[config.mk]
export PLATFORM = sky130hd
export DESIGN_NAME = imm_jump_decoder
export DESIGN_NICKNAME = d
export VERILOG_FILES = /design/src/design/imm_jump_pkg.sv /design/src/design/imm_alu.sv /design/src/design/imm_jump_decoder.sv
export VERILOG_INCLUDE_DIRS = /design/src /design/src/design
export SDC_FILE = /design/constraint.sdc
export NUM_CORES = 1
export LEC_CHECK = 0
export BUFFER_PORTS_ARGS = -buffer_cell sky130_fd_sc_hd__buf_2
export CORE_MARGIN = 2
export CORE_UTILIZATION = 49
export CTS_BUF_LIST = sky130_fd_sc_hd__clkbuf_4 sky130_fd_sc_hd__clkbuf_8
export DETAILED_ROUTE_END_ITERATION = 6
export GPL_TIMING_DRIVEN = 0
export PLACE_DENSITY_LB_ADDON = 0.3
export SLEW_MARGIN = 40
export SYNTH_ARGS = -nofsm -noshare
export SYNTH_HDL_FRONTEND = slang
export SYNTH_SLANG_ARGS = --single-unit
[constraint.sdc]
create_clock -name core_clk -period 1.19 [get_ports core_clk]
set_input_delay 0.1785 -clock core_clk [delete_from_list [all_inputs] [get_ports core_clk]]
set_output_delay 0.1785 -clock core_clk [all_outputs]
set_load 0.01 [all_outputs]
[src/design/imm_jump_consts.svh]
// Opcode skeletons, field positions and step counts for the immediate/jump decoder
`ifndef IMM_JUMP_CONSTS_SVH
`define IMM_JUMP_CONSTS_SVH

// Byte-immediate opcodes, matched on the high byte
`define OPC_ADD_IMM_ACC        8'h0b
`define OPC_ADD_IMM_INDEX      8'hc2
`define OPC_SUB_IMM_ACC        8'h0d
`define OPC_SUB_IMM_INDEX      8'hc3
`define OPC_CMP_IMM_ACC_SKIP   8'hc0
`define OPC_CMP_IMM_INDEX_SKIP 8'hc1
`define OPC_LOAD_POS_IMM_ACC   8'hc6
`define OPC_LOAD_POS_IMM_INDEX 8'hc4
`define OPC_LOAD_NEG_IMM_ACC   8'hc7
`define OPC_LOAD_NEG_IMM_INDEX 8'hc5

// Conditional jump skeletons, matched on the whole word
`define WORD_JUMP_ACC_GT_ZERO  16'h3180
`define WORD_JUMP_SENSE_ON     16'h3400
`define WORD_JUMP_SENSE_OFF    16'h2400

// General condition jump: top nibble, then condition select bits
`define NIB_JUMP_ON_COND       4'h2
`define COND_BIT_ACC_GT_ZERO   7
`define COND_BIT_ACC_ZERO      8
`define COND_BIT_SENSE_ON      9
`define COND_BIT_ACC_MINUS     10
`define COND_BIT_INVERT        11

// Field layout of the instruction word
`define OPC_HI                 15
`define OPC_LO                 8
`define IMM_HI                 7
`define IMM_LO                 0
`define NIB_HI                 15
`define NIB_LO                 12
`define ACC_SIGN_BIT           15

// Program counter steps in words
`define PC_STEP_NEXT           16'h0001
`define PC_STEP_SKIP           16'h0002

`endif

[src/design/imm_jump_pkg.sv]
// Types shared by the immediate/jump decoder and its arithmetic unit
package imm_jump_pkg;

    // Operation of the immediate arithmetic unit
    typedef enum logic [1:0] {
        ALU_ADD,
        ALU_SUB,
        ALU_POS,
        ALU_NEG
    } alu_op_t;

    // Fetched instruction together with the datapath view it needs
    typedef struct packed {
        logic        valid;
        logic [15:0] word;
        logic [15:0] acc;
        logic [15:0] index;
        logic [15:0] pc;
        logic [15:0] target;
        logic        sense;
    } fetch_t;

    // Registered outcome of one executed instruction
    typedef struct packed {
        logic        done;
        logic        acc_we;
        logic [15:0] acc_wdata;
        logic        index_we;
        logic [15:0] index_wdata;
        logic [15:0] pc_next;
        logic        skip;
        logic        jump_taken;
        logic        unhandled;
    } exec_result_t;

    // Whole state of the decoder
    typedef struct packed {
        exec_result_t res;
    } dec_state_t;

endpackage

[src/design/imm_alu.sv]
// Byte-immediate arithmetic: add, subtract, load positive, load negative
module imm_alu
#(
    parameter int DATA_W = 16,
    parameter int IMM_W  = 8
)
(
    // Operands
    input  wire logic [DATA_W-1:0]      operand,
    input  wire logic [IMM_W-1:0]       imm,
    input  wire imm_jump_pkg::alu_op_t  op,
    // Result
    output logic [DATA_W-1:0]           result
);

    import imm_jump_pkg::*;

    // Immediate is always taken as a positive byte
    logic [DATA_W-1:0] imm_ext;

    // Zero extension needs at least one spare bit above the immediate
    if (IMM_W >= DATA_W)
    begin : g_width_check
        $error("imm_alu: immediate must be narrower than the data word");
    end

    assign imm_ext = {{(DATA_W-IMM_W){1'b0}}, imm};

    // Wraps modulo the word, as the accumulator does
    always_comb
    begin
        case (op)
            ALU_ADD: result = operand + imm_ext;
            ALU_SUB: result = operand - imm_ext;
            ALU_POS: result = imm_ext;
            ALU_NEG: result = DATA_W'(0) - imm_ext;
            default: result = imm_ext;
        endcase
    end

endmodule

[src/design/imm_jump_decoder.sv]
// Decoder and executor for byte-immediate and conditional jump instructions
`include "imm_jump_consts.svh"

module imm_jump_decoder
#(
    parameter int DATA_W = 16
)
(
    // Clock and reset
    input  wire logic                     core_clk,
    input  wire logic                     arst_n,
    // Fetched instruction and datapath view
    input  wire imm_jump_pkg::fetch_t     fetch,
    // Registered outcome
    output imm_jump_pkg::exec_result_t    result_q
);

    import imm_jump_pkg::*;

    // Released reset copy
    logic              rst_meta_n_q;
    logic              rst_n_q;
    // State and its next value
    dec_state_t        s_q;
    dec_state_t        s_d;
    // Decoded fields
    logic [7:0]        opcode;
    logic [7:0]        imm;
    logic              to_index;
    logic              is_imm;
    alu_op_t           alu_op;
    logic [15:0]       alu_operand;
    logic [15:0]       alu_result;
    logic              acc_gt_zero;

    // Structs hold 16-bit words, so nothing else can be served
    if (DATA_W != 16)
    begin : g_width_check
        $error("imm_jump_decoder: only a 16-bit data word is supported");
    end

    // Reset released through two flops so release is glitch free
    always_ff @(posedge core_clk or negedge arst_n)
    begin
        if (!arst_n)
        begin
            rst_meta_n_q <= 1'b0;
            rst_n_q      <= 1'b0;
        end
        else
        begin
            rst_meta_n_q <= 1'b1;
            rst_n_q      <= rst_meta_n_q;
        end
    end

    // Field split of the fetched word
    assign opcode      = fetch.word[`OPC_HI:`OPC_LO];
    assign imm         = fetch.word[`IMM_HI:`IMM_LO];
    assign acc_gt_zero = !fetch.acc[`ACC_SIGN_BIT] && (fetch.acc != 16'h0000);

    // Byte-immediate opcode to destination and operation
    always_comb
    begin
        is_imm   = 1'b1;
        to_index = 1'b0;
        alu_op   = ALU_ADD;
        case (opcode)
            `OPC_ADD_IMM_ACC:        alu_op = ALU_ADD;
            `OPC_ADD_IMM_INDEX:      to_index = 1'b1;
            `OPC_SUB_IMM_ACC:        alu_op = ALU_SUB;
            `OPC_SUB_IMM_INDEX:
            begin
                alu_op   = ALU_SUB;
                to_index = 1'b1;
            end
            `OPC_CMP_IMM_ACC_SKIP:   alu_op = ALU_POS;
            `OPC_CMP_IMM_INDEX_SKIP:
            begin
                alu_op   = ALU_POS;
                to_index = 1'b1;
            end
            `OPC_LOAD_POS_IMM_ACC:   alu_op = ALU_POS;
            `OPC_LOAD_POS_IMM_INDEX:
            begin
                alu_op   = ALU_POS;
                to_index = 1'b1;
            end
            `OPC_LOAD_NEG_IMM_ACC:   alu_op = ALU_NEG;
            `OPC_LOAD_NEG_IMM_INDEX:
            begin
                alu_op   = ALU_NEG;
                to_index = 1'b1;
            end
            default:                 is_imm = 1'b0;
        endcase
    end

    // One shared arithmetic unit; the destination picks its operand
    assign alu_operand = to_index ? fetch.index : fetch.acc;

    imm_alu #(
        .DATA_W (DATA_W),
        .IMM_W  (8)
    ) u_alu (
        .operand (alu_operand),
        .imm     (imm),
        .op      (alu_op),
        .result  (alu_result)
    );

    // Next state: one instruction per valid cycle, outcome one cycle later
    always_comb
    begin
        logic        take;
        logic        any_cond;
        logic        is_cmp;
        take     = 1'b0;
        any_cond = 1'b0;
        is_cmp   = (opcode == `OPC_CMP_IMM_ACC_SKIP) || (opcode == `OPC_CMP_IMM_INDEX_SKIP);
        s_d      = s_q;
        // Pulses fall back each cycle
        s_d.res.done       = 1'b0;
        s_d.res.acc_we     = 1'b0;
        s_d.res.index_we   = 1'b0;
        s_d.res.skip       = 1'b0;
        s_d.res.jump_taken = 1'b0;
        s_d.res.unhandled  = 1'b0;
        if (fetch.valid)
        begin
            s_d.res.done    = 1'b1;
            s_d.res.pc_next = fetch.pc + `PC_STEP_NEXT;
            if (is_imm && is_cmp)
            begin
                // Compare never writes; a mismatch jumps one word further
                if (alu_result != alu_operand)
                begin
                    s_d.res.skip    = 1'b1;
                    s_d.res.pc_next = fetch.pc + `PC_STEP_SKIP;
                end
            end
            else if (is_imm)
            begin
                s_d.res.acc_we      = !to_index;
                s_d.res.index_we    = to_index;
                s_d.res.acc_wdata   = alu_result;
                s_d.res.index_wdata = alu_result;
            end
            else
            begin
                // Exact jump skeletons first, general form takes top nibble 2, any other word is unhandled
                if (fetch.word == `WORD_JUMP_ACC_GT_ZERO)
                    take = acc_gt_zero;
                else if (fetch.word == `WORD_JUMP_SENSE_ON)
                    take = fetch.sense;
                else if (fetch.word == `WORD_JUMP_SENSE_OFF)
                    take = !fetch.sense;
                else if (fetch.word[`NIB_HI:`NIB_LO] == `NIB_JUMP_ON_COND)
                begin
                    // OR of selected tests, optionally inverted
                    any_cond = (fetch.word[`COND_BIT_ACC_GT_ZERO] && acc_gt_zero)
                             | (fetch.word[`COND_BIT_ACC_ZERO] && (fetch.acc == 16'h0000))
                             | (fetch.word[`COND_BIT_SENSE_ON] && fetch.sense)
                             | (fetch.word[`COND_BIT_ACC_MINUS] && fetch.acc[`ACC_SIGN_BIT]);
                    take = any_cond ^ fetch.word[`COND_BIT_INVERT];
                end
                else
                    s_d.res.unhandled = 1'b1;
                if (take)
                begin
                    s_d.res.jump_taken = 1'b1;
                    s_d.res.pc_next    = fetch.target;
                end
            end
        end
    end

    // State register
    always_ff @(posedge core_clk or negedge rst_n_q)
    begin
        if (!rst_n_q)
            s_q <= '0;
        else
            s_q <= s_d;
    end

    assign result_q = s_q.res;
endmodule

# ---- After elaboration in Yosys (flattened, before gate mapping)
# Cells that the tools add are included.
dict set report classes {
  add_sub_neg 5
  multipliers 0
  div 0
  magnitude_cmp 0
  eq_ne 18
  n_shift 0
  n_mux 27
  bitwise_logic 5
  reduce_logical 19
}
# op n
set ops {}
lappend ops {{34-bit two-way mux} 2}
lappend ops {{8-bit == test (second input constant)} 8}
lappend ops {{16-bit two-way mux} 4}
lappend ops {{16-bit case mux with 4 select lines} 1}
lappend ops {{54-bit two-way mux} 1}
lappend ops {{16-bit by 14-bit == test with 1-bit output (second input constant)} 3}
lappend ops {{17-bit two-way mux} 1}
lappend ops {{16-bit by 1-bit adder with 16-bit output (second input constant)} 1}
lappend ops {{16-bit by 2-bit adder with 16-bit output (second input constant)} 1}
lappend ops {{16-bit by 8-bit adder with 16-bit output} 1}
lappend ops {{8-bit by 4-bit == test with 1-bit output (second input constant)} 2}
lappend ops {{16-bit zero test} 1}
lappend ops {{16-bit != test} 1}
lappend ops {{16-bit nonzero test} 1}
lappend ops {{16-bit by 8-bit subtractor with 16-bit output} 1}
lappend ops {{1-bit two-way mux} 15}
lappend ops {{10-bit OR reduction} 1}
lappend ops {{1-bit by 8-bit subtractor with 9-bit output (first input constant)} 1}
lappend ops {{1-bit logical AND} 6}
lappend ops {{2-bit case mux with 3 select lines} 1}
lappend ops {{5-bit OR reduction} 1}
lappend ops {{2-bit == test (second input constant)} 2}
lappend ops {{4-bit by 2-bit == test with 1-bit output (second input constant)} 1}
lappend ops {{2-bit two-way mux} 2}
lappend ops {{other kinds (10)} 15}
dict set report word_totals {
  register_bits 40
  latchBits 0
  ramBits 0
  mem_bits_ro 0
  input_bits 84
  out_inout_bits 54
  wordCells 84
  memories 0
}

# ---- Longest topological paths before layout
# Gate-level depths: netlist of run 1.
dict set report depth {
  ltp_word 18
  ltp_mapped 23
  ltp_nobuf 19
}

# ---- Hierarchy
# From an unflattened synthesis of run 1, not the netlist that was laid out.
dict set report unflattened {
  cells_unflattened 542
  hier_area_um2 4664.5
}
# mod instances cells_per_inst area_per_inst_um2 seq_area_each_um2
set by_module_without_submodules {}
lappend by_module_without_submodules {imm_jump_decoder 1 354 3352.0 1001.0}
lappend by_module_without_submodules {imm_alu 1 188 1312.5 0.0}

# ---- Worst setup path before layout of run 1
# Ideal clock, no wire load.
dict set report synth_path {
  path_kind {in2reg}
  start {in fetch[80] (netlist bit)}
  end {reg s_q, in the netlist result_q[13]}
  setup_ns 0.069
  t_arrival_ns 4.875
  t_required_ns 1.121
  setup_slack_ns -3.754
  cell_stages 21
  path_buffers 3
  cell_sequence {nor3b_1 nand2_1 o21ai_0 and3_1 clkbuf_1 clkbuf_1 mux2i_1 fa_1 a211oi_1 o21ai_0 a211oi_1 nand3_1 o21ai_0 o31ai_1 xnor2_1 or4_1 or3_1 buf_6 mux2i_4 or3_2 nand3_1}
}
dict set report synth_via {
  elab_chain_len 11
  elab_cells_between_ends 44
  classes_between {add/sub: 2; eq/ne: 18; mux: 16; reduce/logical: 8}
}
# item line
set synth_lines {}
lappend synth_lines {{start: declaration} imm_jump_decoder.sv:13} ;# input wire imm_jump_pkg::fetch_t fetch,
lappend synth_lines {{parallel branches: the longest is 10 deep, another holds 16-bit by 8-bit subtractor with 16-bit output} n/a}
lappend synth_lines {{16-bit two-way mux (*)} imm_jump_decoder.sv:133} ;# if (is_imm && is_cmp)
lappend synth_lines {{end signal: assignment} imm_jump_decoder.sv:182} ;# s_q <= '0;
lappend synth_lines {{end signal: assignment} imm_jump_decoder.sv:184} ;# s_q <= s_d;
lappend synth_lines {{end: declaration} imm_jump_decoder.sv:24} ;# dec_state_t s_q;
# Every way passes the cells marked *. The select of a mux whose other input is x is not followed.
# A chain may end at the register's enable or synchronous reset.

# ---- Worst setup path after layout of run 1
dict set report layout_path {
  start {in fetch[75] (netlist bit)}
  end {reg s_q, in the netlist result_q[18]}
}
dict set report layout_via {
  elab_chain_len 13
  elab_cells_between_ends 46
  classes_between {add/sub: 2; eq/ne: 17; mux: 16; bitwise: 2; reduce/logical: 9}
}
# item line
set layout_lines {}
lappend layout_lines {{parallel branches: the longest is 12 deep, another holds 16-bit by 8-bit subtractor with 16-bit output} n/a}
lappend layout_lines {{16-bit two-way mux (*)} imm_jump_decoder.sv:133}
# Marks and branches as above.

==> results of run 1 <==
[worst paths after layout]
check	endpoint	slack (ns)	cells past startpoint	start
setup / recovery	result_q[18]$_DFFE_PN0P_	-3.61	22	fetch[75]
hold / removal	rst_n_q$_DFF_PN0_	0.18	2	arst_n
setup reg to reg	result_q[15]$_DFFE_PN0P_	-0.05	4	result_q[15]$_DFFE_PN0P_
hold reg to reg	result_q[35]$_DFF_PN0_	0.23	0	rst_n_q$_DFF_PN0_
max in group asynchronous	result_q[5]$_DFFE_PN0P_	0.49	1	rst_n_q$_DFF_PN0_
min in group core_clk	result_q[13]$_DFFE_PN0P_	0.24	3	fetch[27]
[power by group through the flow]
stage	combinational [mW]	clock (mW)	sequential [mW]
after detailed placement	2.50	0	1.82
after CTS	2.88	1.17	1.79
after global routing	3.68	1.22	1.83
after floorplan	1.51	0	1.88
final	3.48	1.16	1.80
after global placement	2.41	0	1.81
[routing by layer]
| metal | part of all wire | up-vias | GRT usage |
|---|---|---|---|
| met5 | 0 | - | 0 |
| met4 | 0.072 | 0 | 0.1728 |
| met3 | 0.088 | 126 | 0.02843 |
| met2 | 0.49 | 400 | 0.5395 |
| met1 | 0.35 | 2645 | 0.3742 |
| li1 | - | 2489 | - |
[area by class of cell]
class	count	area share
Tap cell	111	0.01930
Timing Repair Buffer	208	0.1980
Clock buffer	5	0.009562
Sequential cell	40	0.1393
Clock inverter	3	0.006433
Buffer	41	0.04833
Multi-Input combinational cell	465	0.5671
Inverter	21	0.01200
[state kept, by name, indices dropped and copies added, names as in the netlist]
| signal | flops |
|---|---|
| rst_n_q | 1 |
| result_q | 38 |
| rst_meta_n_q | 1 |
[logic make-up (layout without fill, tap and decap cells)]
family / after synthesis / after routing / share of synthesized area
flops: 40 / 40 / 0.2179
xor+xnor: 47 / 47 / 0.08962
simple gates: 191 / 191 / 0.2084
buf+inv: 71 / 278 / 0.07845
mux: 50 / 50 / 0.1177
other cells: 1 / 1 / 0.0008164
fa+ha+maj: 20 / 20 / 0.05612
compound gates: 156 / 156 / 0.2310
[timing repair]
| action | 4_1_cts | 5_1_grt |
|---|---|---|
| hold buffers | 2 | 0 |
| hold endpoints to repair | 3 | 0 |
| pin swaps | 41 | 44 |
| endpoints found under the setup margin | 37 | 43 |
| gates resized for setup | 101 | 92 |
| buffers inserted | 35 | 38 |
| cloned | 0 | 0 |
[through the flow]
stage                     std cells  power [mW]  instance area [um^2]
after global placement          821       4.227                  5675
after detailed placement        822       4.321                  5703
after CTS                       861       5.839                  6589
after floorplan                 576       3.390                  4866
after global routing            894       6.730                  7197
final                           894       6.441                  7197
[synthesized netlist by cell type, types with 4 or more instances]
library cell  number
nor2b_1           10
clkbuf_1          24
nor4_1             8
nand4_1            7
o21bai_1          10
nand2b_1           6
or3_1              9
a21oi_1           36
ha_1              19
xor2_1            19
a31oi_1            6
mux2_2            21
o2111ai_1          5
dfrtp_1           40
or2_2              4
o31ai_1            7
nand2_1           50
nor3_1            12
buf_2              5
mux2i_1           27
o21ai_0           35
a21o_1             5
nand3_1           16
and3_1             5
a211oi_1          13
nor2_1            47
xnor2_1           28
o22ai_1            4
buf_4             17
inv_1             21
==> flow_summary.ini, run 1 <==
[routing]
wl_um = 18500
first_pass_iters = 6
dr_total_vias = 5660
ant_nets = 0
dr.first_iter.drc_count = 501
wl_per_cell_um = 20.69
vias_per_cell = 6.331
drc = 0

[cts]
htree_levels = 2
cts_sinks = 40
cts-root-buf = clkbuf_8
clk_latency_ns = 0.30
cts_tree = done
cts_buffers = 5
path_clk_slew_ns = 0.08
clk_path_buf_depth = 2

[global_route]
antenna_found_initial = 0
grt_overflow = 0
grt_pass1_wl_um = 24960
grt_pass1_vias = 5092
grt.total_usage = 0.3099
grt_max_degree = 21

[cells_and_area]
nets = 886
multi_input_area_um2 = 4081
final_common_cell = buf_2
num-fill-cells = 539
utilization = 0.7863
final_cell_mix = buf_2 (126), buf_4 (66), nand2_1 (47)
drive_above_1_share = 0.4943
ff_latch_area_um2 = 1002
syn_to_final_growth_pct = 56.69
n_antenna_cell = 0

[power]
power_frac_seq = 0.279
power.density_nw_per_um2 = 895.0
swShare = 0.3847
p_int_mw = 3.964
p_switching_mw = 2.478
peakVddDrop_uv = 618.9
power.share.clock = 0.181
power_frac_comb = 0.540
p_leak_nw = 3.315

[sta]
slew_headroom = 0.4435
tns_ns = -88.78
hold_viol = 0
finalWorstSetupSlack_ns = -3.605
hold_slack_ns = 0.1810
skew_ns = 0.003810
layout_min_cycle_time_ns = 4.795
fmax_mhz = 208.5
drv_slew = 0
rsz0062_at_grt = yes
worst_pin_slew_ns = 0.8347
finalCritPeriodShare = 4.030
setup_viol = 37

[floorplan]
core_um2 = 9153
start_util = 0.5018
die_y_um = 100.8
dieWidth_um = 100.8
die-area_um2 = 10160
num_rows = 35
pin_count = 138

[critical_path]
startpoint_type = primary input
critPathBufInv = 5
critPathMaxStageDelay_ns = 0.46
crit_chain = buf_8, or2_4, o2111ai_4, mux2i_4, ha_4, inv_4, fa_2, a211oi_4, buf_6, o21ai_4, a211oi_2, buf_4, xor2_2, o21ai_2, xnor2_2, a21boi_0, nand4_1, or3_4, buf_8, o2111ai_4, mux2i_1, o21ai_1
crit_type = primary input to flip-flop
critPathSlowestCell = or3_4
critPathMaxFanout = 7
critical_path.top_delay_family = compound AO/OA/AOI/OAI gates
critPathCaptureType = flip-flop
critical_path_required_ns = 1.38
crit_arrival_ns = 4.98

[logic_synthesis]
yosys_most_used_dff = dfrtp_1
netlist_area_um2 = 4593
synth_fp_nets = 680
ys_async_sr_fraction = 1.000
synth_top_area_cell = dfrtp_1
synth_edf_count = 0
yosys.cell_types.count = 72
synth_top_area_share = 0.2179
yosys_warnings = 0
yosysSeqAreaShare = 0.2179
syn_avg_cell_area_um2 = 7.974
synth_area_leaders = dfrtp_1 (22%), mux2i_1 (5.9%), xnor2_1 (5.3%)
ys_ff_latch = 40
synth_cells = 576

[placed_design]
hpwl_um = 11480
gp_congestion = 0.9958
place_ws_ns = -4.223
io_buffer_count = 134

[worst_hold_path]
min_path_type = primary input to asynchronous set/reset pin

[outcome]
status = finished with violations
violations = negative setup slack

[run]
cap_viol_max_count = 0
Power figures use the tool's default switching activity.
==> run 2: changes to the inputs <==
Settings changed: CORE_UTILIZATION 49 to 40, PLACE_DENSITY set to 0.69, PLACE_DENSITY_LB_ADDON 0.3 to unset.
==> flow_summary.ini, run 2 (synthesis gave the netlist of run 1 again) <==
[placed_design]
io_buffer_count = 134
dp.cells = 854
hpwl_um = 11950
gp_congestion = 0.9228

[sta]
drv_slew = 0
rsz0062_at_grt = yes
setup_viol = 37
hold_viol = 0
skew_ns = 0.005887
slew_headroom = 0.4649
finalWorstSetupSlack_ns = -3.529
fmax_mhz = 211.9
worst_pin_slew_ns = 0.7997
finalCritPeriodShare = 3.966
layout_min_cycle_time_ns = 4.719

[worst_hold_path]
whs_endpoint = result_q[53]$_DFF_PN0_
hold_path_depth = 1
holdCritStartpoint = fetch[81]
min_path_type = primary input to flip-flop

[outcome]
violations = negative setup slack
status = finished with violations

[global_route]
grt_overflow = 0
grt_pass1_vias = 5025
antenna_found_initial = 0
grt.total_usage = 0.2467
grt_max_degree = 26
grt_pass1_wl_um = 25270

[cts]
clk_path_buf_depth = 2
cts_buffers = 5
cts_tree = done
path_clk_slew_ns = 0.08
clk_latency_ns = 0.30
cts_sinks = 40
cts-root-buf = clkbuf_8
htree_levels = 2

[critical_path]
startpoint_type = primary input
critical_path_required_ns = 1.36
r2r_start = result_q[15]$_DFFE_PN0P_
critPathMaxStageDelay_ns = 0.55
rr_worst_depth = 4
r2r-end = result_q[15]$_DFFE_PN0P_
rrSetupSlack_ns = -0.08
crit_chain = buf_8, or2_4, o2111ai_4, mux2i_4, ha_4, inv_2, fa_2, a211oi_4, buf_6, o21ai_4, a21o_1, a21oi_2, xnor2_2, a21oi_2, xnor2_1, or4_4, or3_4, mux2i_4, o2111ai_2, or3b_1
crit_arrival_ns = 4.89
critPathSlowestCell = or4_4
crit_type = primary input to flip-flop
critPathMaxFanout = 5
critPathCaptureType = flip-flop
critical_path.top_delay_family = simple AND/OR/NAND/NOR gates
critPathBufInv = 3

[power]
p_leak_nw = 3.204
power.density_nw_per_um2 = 873.5
peakVddDrop_uv = 501.1
p_total_mw = 6.061

[routing]
ant_nets = 0
dr_total_vias = 5233
wl_per_cell_um = 17.74
dr.first_iter.drc_count = 378
drc = 0
first_pass_iters = 5
wl_um = 16130
vias_per_cell = 5.757

[cells_and_area]
final_common_cell = buf_2
ff_latch_area_um2 = 1002
utilization = 0.6130
final_cell_mix = buf_2 (126), buf_4 (56), nand2_1 (48)
drive_above_1_share = 0.4726
syn_to_final_growth_pct = 51.08
num-fill-cells = 944
largest_reg_flops = 38
n_antenna_cell = 0
multi_input_area_um2 = 3919
nets = 869
fin_cells = 909

[floorplan]
start_util = 0.4057
core_um2 = 11320
die_y_um = 111.2
pin_count = 138
dieWidth_um = 111.2
num_rows = 39
die-area_um2 = 12360

[run]
cap_viol_max_count = 0
==> run 2: cell count changes in the layout (fill, tap and decap cells not counted), moves of 3 or more <==
| cell | change |
|---|---|
| buf_4 | -10 |
| mux2_4 | -4 |
| mux2_2 | +4 |
| o21ai_2 | -4 |
| nor2_4 | -3 |
| ha_1 | +6 |
| buf_6 | -12 |
| nor2_2 | +4 |
| o21ai_1 | +5 |
| buf_12 | +3 |
| ha_4 | -4 |
==> run 2: layer usage <==
layer  track usage  wire length (um)  vias to the layer above
li1              -                 -                     2459
met1        0.3078              6595                     2517
met2        0.4398              8150                      221
met3       0.03007               921                       36
met4       0.08230               460                        0
met5             0                 0                        -
==> run 2: worst register-to-register path: stages (launching register included) <==
cell and delay, ns:
dfrtp_1 0.42, nor2b_1 0.17, or4_1 0.41, o21ai_0 0.10, nor2_1 0.07
==> run 2: layout make-up <==
cell class                      count  area share
Sequential cell                    40      0.1444
Tap cell                          143     0.02578
Clock inverter                      2    0.005590
Timing Repair Buffer              186      0.1753
Buffer                             46     0.05950
Inverter                           21     0.01280
Clock buffer                        6     0.01190
Multi-Input combinational cell    465      0.5647
==> run 2: per-stage QoR <==
step	area (um^2)	setup slack, ns	TNS [ns]	hold WS [ns]
3_5_place_dp	5737	-4.121	-106.36	-0.02960
5_1_grt	6939	-3.641	-87.96	0.01507
6_report	6939	-3.529	-84.37	0.005267
2_1_floorplan	4866	-3.403	-83.57	-0.1171
3_3_place_gp	5715	-4.090	-104.83	-0.03289
4_1_cts	6633	-3.473	-83.20	0.001610
==> run 2: how the worst max path moves through the flow <==
stage	endpoint	slack, ns	start	depth (start not counted)
after floorplan	result_q[7]$_DFFE_PN0P_	-3.40	fetch[75]	20
after global placement	result_q[3]$_DFFE_PN0P_	-4.09	fetch[75]	19
after detailed placement	result_q[7]$_DFFE_PN0P_	-4.12	fetch[67]	21
after CTS	result_q[7]$_DFFE_PN0P_	-3.47	fetch[74]	19
after global routing	result_q[8]$_DFFE_PN0P_	-3.64	fetch[75]	21
final	result_q[7]$_DFFE_PN0P_	-3.53	fetch[75]	20
==> run 2: repair_timing <==
| action | in CTS | in global routing |
|---|---|---|
| buffers inserted | 35 | 17 |
| hold buffers | 1 | 0 |
| pin swaps | 37 | 38 |
| cloned | 2 | 0 |
| resized for setup | 109 | 58 |
| endpoints found under the hold margin | 2 | 0 |
| setup endpoints to repair | 37 | 39 |
==> run 2: power breakdown <==
part	switching [mW]	internal [mW]	total [mW]	leakage, nW
registers	0.217	1.59	1.80	0.498
logic	1.49	1.54	3.03	2.64
clock network	0.537	0.687	1.22	0.0614
total	2.24	3.82	6.06	3.20
==> run 3: changes to the inputs <==
Settings changed: PLACE_DENSITY 0.69 to 0.7.
Clock period 1.19 ns to 4.7 ns, I/O delays scaled along.
==> flow_summary.ini, run 3 (synthesis gave the netlist of run 1 again) <==
[outcome]
status = finished with violations
violations = negative setup slack

[floorplan]
die-area_um2 = 12360
core_um2 = 11320
pin_count = 138
die_y_um = 111.2
start_util = 0.4057
dieWidth_um = 111.2
num_rows = 39

[critical_path]
critPathCaptureType = flip-flop
critPathMaxFanout = 6
crit_chain = buf_8, or2_4, o2111ai_4, mux2i_2, ha_2, inv_2, fa_2, a211oi_4, o21ai_4, a21o_1, a21oi_2, xnor2_2, a21oi_2, xnor2_1, or4_4, or3_4, mux2i_4, o2111ai_1, or3b_1
cp_common_cell = a21oi_2
r2r_start = result_q[15]$_DFFE_PN0P_
critPathSlowestCell = or4_4
startpoint_type = primary input
crit_type = primary input to flip-flop
rrSetupSlack_ns = 3.51
critical_path.top_delay_family = simple AND/OR/NAND/NOR gates
critPathMaxStageDelay_ns = 0.54
rr_worst_depth = 4
critPathBufInv = 2
critical_path_required_ns = 4.88
r2r-end = result_q[15]$_DFFE_PN0P_
crit_arrival_ns = 5.33

[power]
p_leak_nw = 2.877
peakVddDrop_uv = 113.6
power.density_nw_per_um2 = 235.1
p_total_mw = 1.459

[routing]
dr_total_vias = 5178
dr.first_iter.drc_count = 446
vias_per_cell = 5.857
highest_layer = met4
first_pass_iters = 7
wl_per_cell_um = 17.34
wl_met3_um = 1207
wl_um = 15330
met2WireLength_um = 7543
drc = 0
wl_met1_um = 6270
ant_nets = 0

[sta]
slew_headroom = 0.4737
skew_ns = 0.007622
finalCritPeriodShare = 1.096
tns_ns = -4.668
fmax_mhz = 194.1
worst_pin_slew_ns = 0.7835
setup_viol = 16
hold_viol = 0
drv_slew = 0
hold_slack_ns = 0.1765
finalWorstSetupSlack_ns = -0.4507
rsz0062_at_grt = yes
layout_min_cycle_time_ns = 5.151

[cts]
postCtsHoldBufs = 0
clk_latency_ns = 0.30
cts_tree = done
path_clk_slew_ns = 0.08
clk_path_buf_depth = 2
cts-root-buf = clkbuf_8
htree_levels = 2
cts_sinks = 40
cts_buffers = 5

[run]
cap_viol_max_count = 0

[cells_and_area]
n_antenna_cell = 0
nets = 844
fin_cells = 884
final_cell_mix = buf_2 (135), nand2_1 (50), nor2_1 (46)
num-fill-cells = 1053
drive_above_1_share = 0.3914
syn_to_final_growth_pct = 35.11
largest_reg_flops = 38
final_common_cell = buf_2

[placed_design]
io_buffer_count = 134
dp.cells = 853
gp_congestion = 0.9482
hpwl_um = 11730

[global_route]
antenna_found_initial = 0
grt_overflow = 0
grt_pass1_vias = 4954
grt_pass1_wl_um = 23780
grt_max_degree = 39
grt.total_usage = 0.2322

[worst_hold_path]
min_path_type = primary input to asynchronous set/reset pin
run 3: through the flow:
stage	setup slack [ns]	instance area, um^2	util
floorplan	-0.4195	4712	-
global placement	-1.075	5562	0.4913
detailed placement	-1.178	5570	0.4920
CTS	-0.4113	5959	0.5264
global route	-0.5962	6206	0.5482
finish	-0.4507	6206	0.5482
run 3: worst max-delay path by stage:
stage                          from                      end  slack [ns]  depth (start not counted)
after detailed placement  fetch[75]  result_q[8]$_DFFE_PN0P_       -1.18                         22
after CTS                 fetch[75]  result_q[7]$_DFFE_PN0P_       -0.41                         20
after global placement    fetch[75]  result_q[3]$_DFFE_PN0P_       -1.08                         19
final                     fetch[74]  result_q[7]$_DFFE_PN0P_       -0.45                         19
after floorplan           fetch[75]  result_q[7]$_DFFE_PN0P_       -0.42                         20
after global routing      fetch[75]  result_q[7]$_DFFE_PN0P_       -0.60                         22
run 3: cell type report:
cell class / instances / area (um^2) / share of cell area
repair buffers: 162 / 908.4 / 0.1464
well taps: 143 / 178.9 / 0.02883
flip-flops and latches: 40 / 1005 / 0.1619
inverters: 21 / 78.83 / 0.01270
clock inverters: 3 / 46.29 / 0.007460
multi-input cells: 465 / 3642 / 0.5869
clock buffers: 5 / 68.82 / 0.01109
plain buffers: 45 / 277.8 / 0.04476
run 3: metal layers:
layer / global-route usage / vias up
met5: 0 / -
met4: 0.07901 / 0
met3: 0.03390 / 25
met2: 0.4093 / 268
met1: 0.2895 / 2468
li1: - / 2417
run 3: timing repair:
| item | in CTS | in global routing |
|---|---|---|
| endpoints found under the hold margin | 0 | 0 |
| cloned | 0 | 0 |
| endpoints found under the setup margin | 17 | 17 |
| setup buffers | 19 | 9 |
| gates resized for setup | 36 | 40 |
| pin swaps | 20 | 28 |
run 3: report_power, final:
group / internal, mW / switching [mW] / total, mW
Combinational: 0.351 / 0.360 / 0.711
Clock: 0.160 / 0.132 / 0.292
Sequential: 0.402 / 0.0547 / 0.456
Total: 0.913 / 0.546 / 1.46
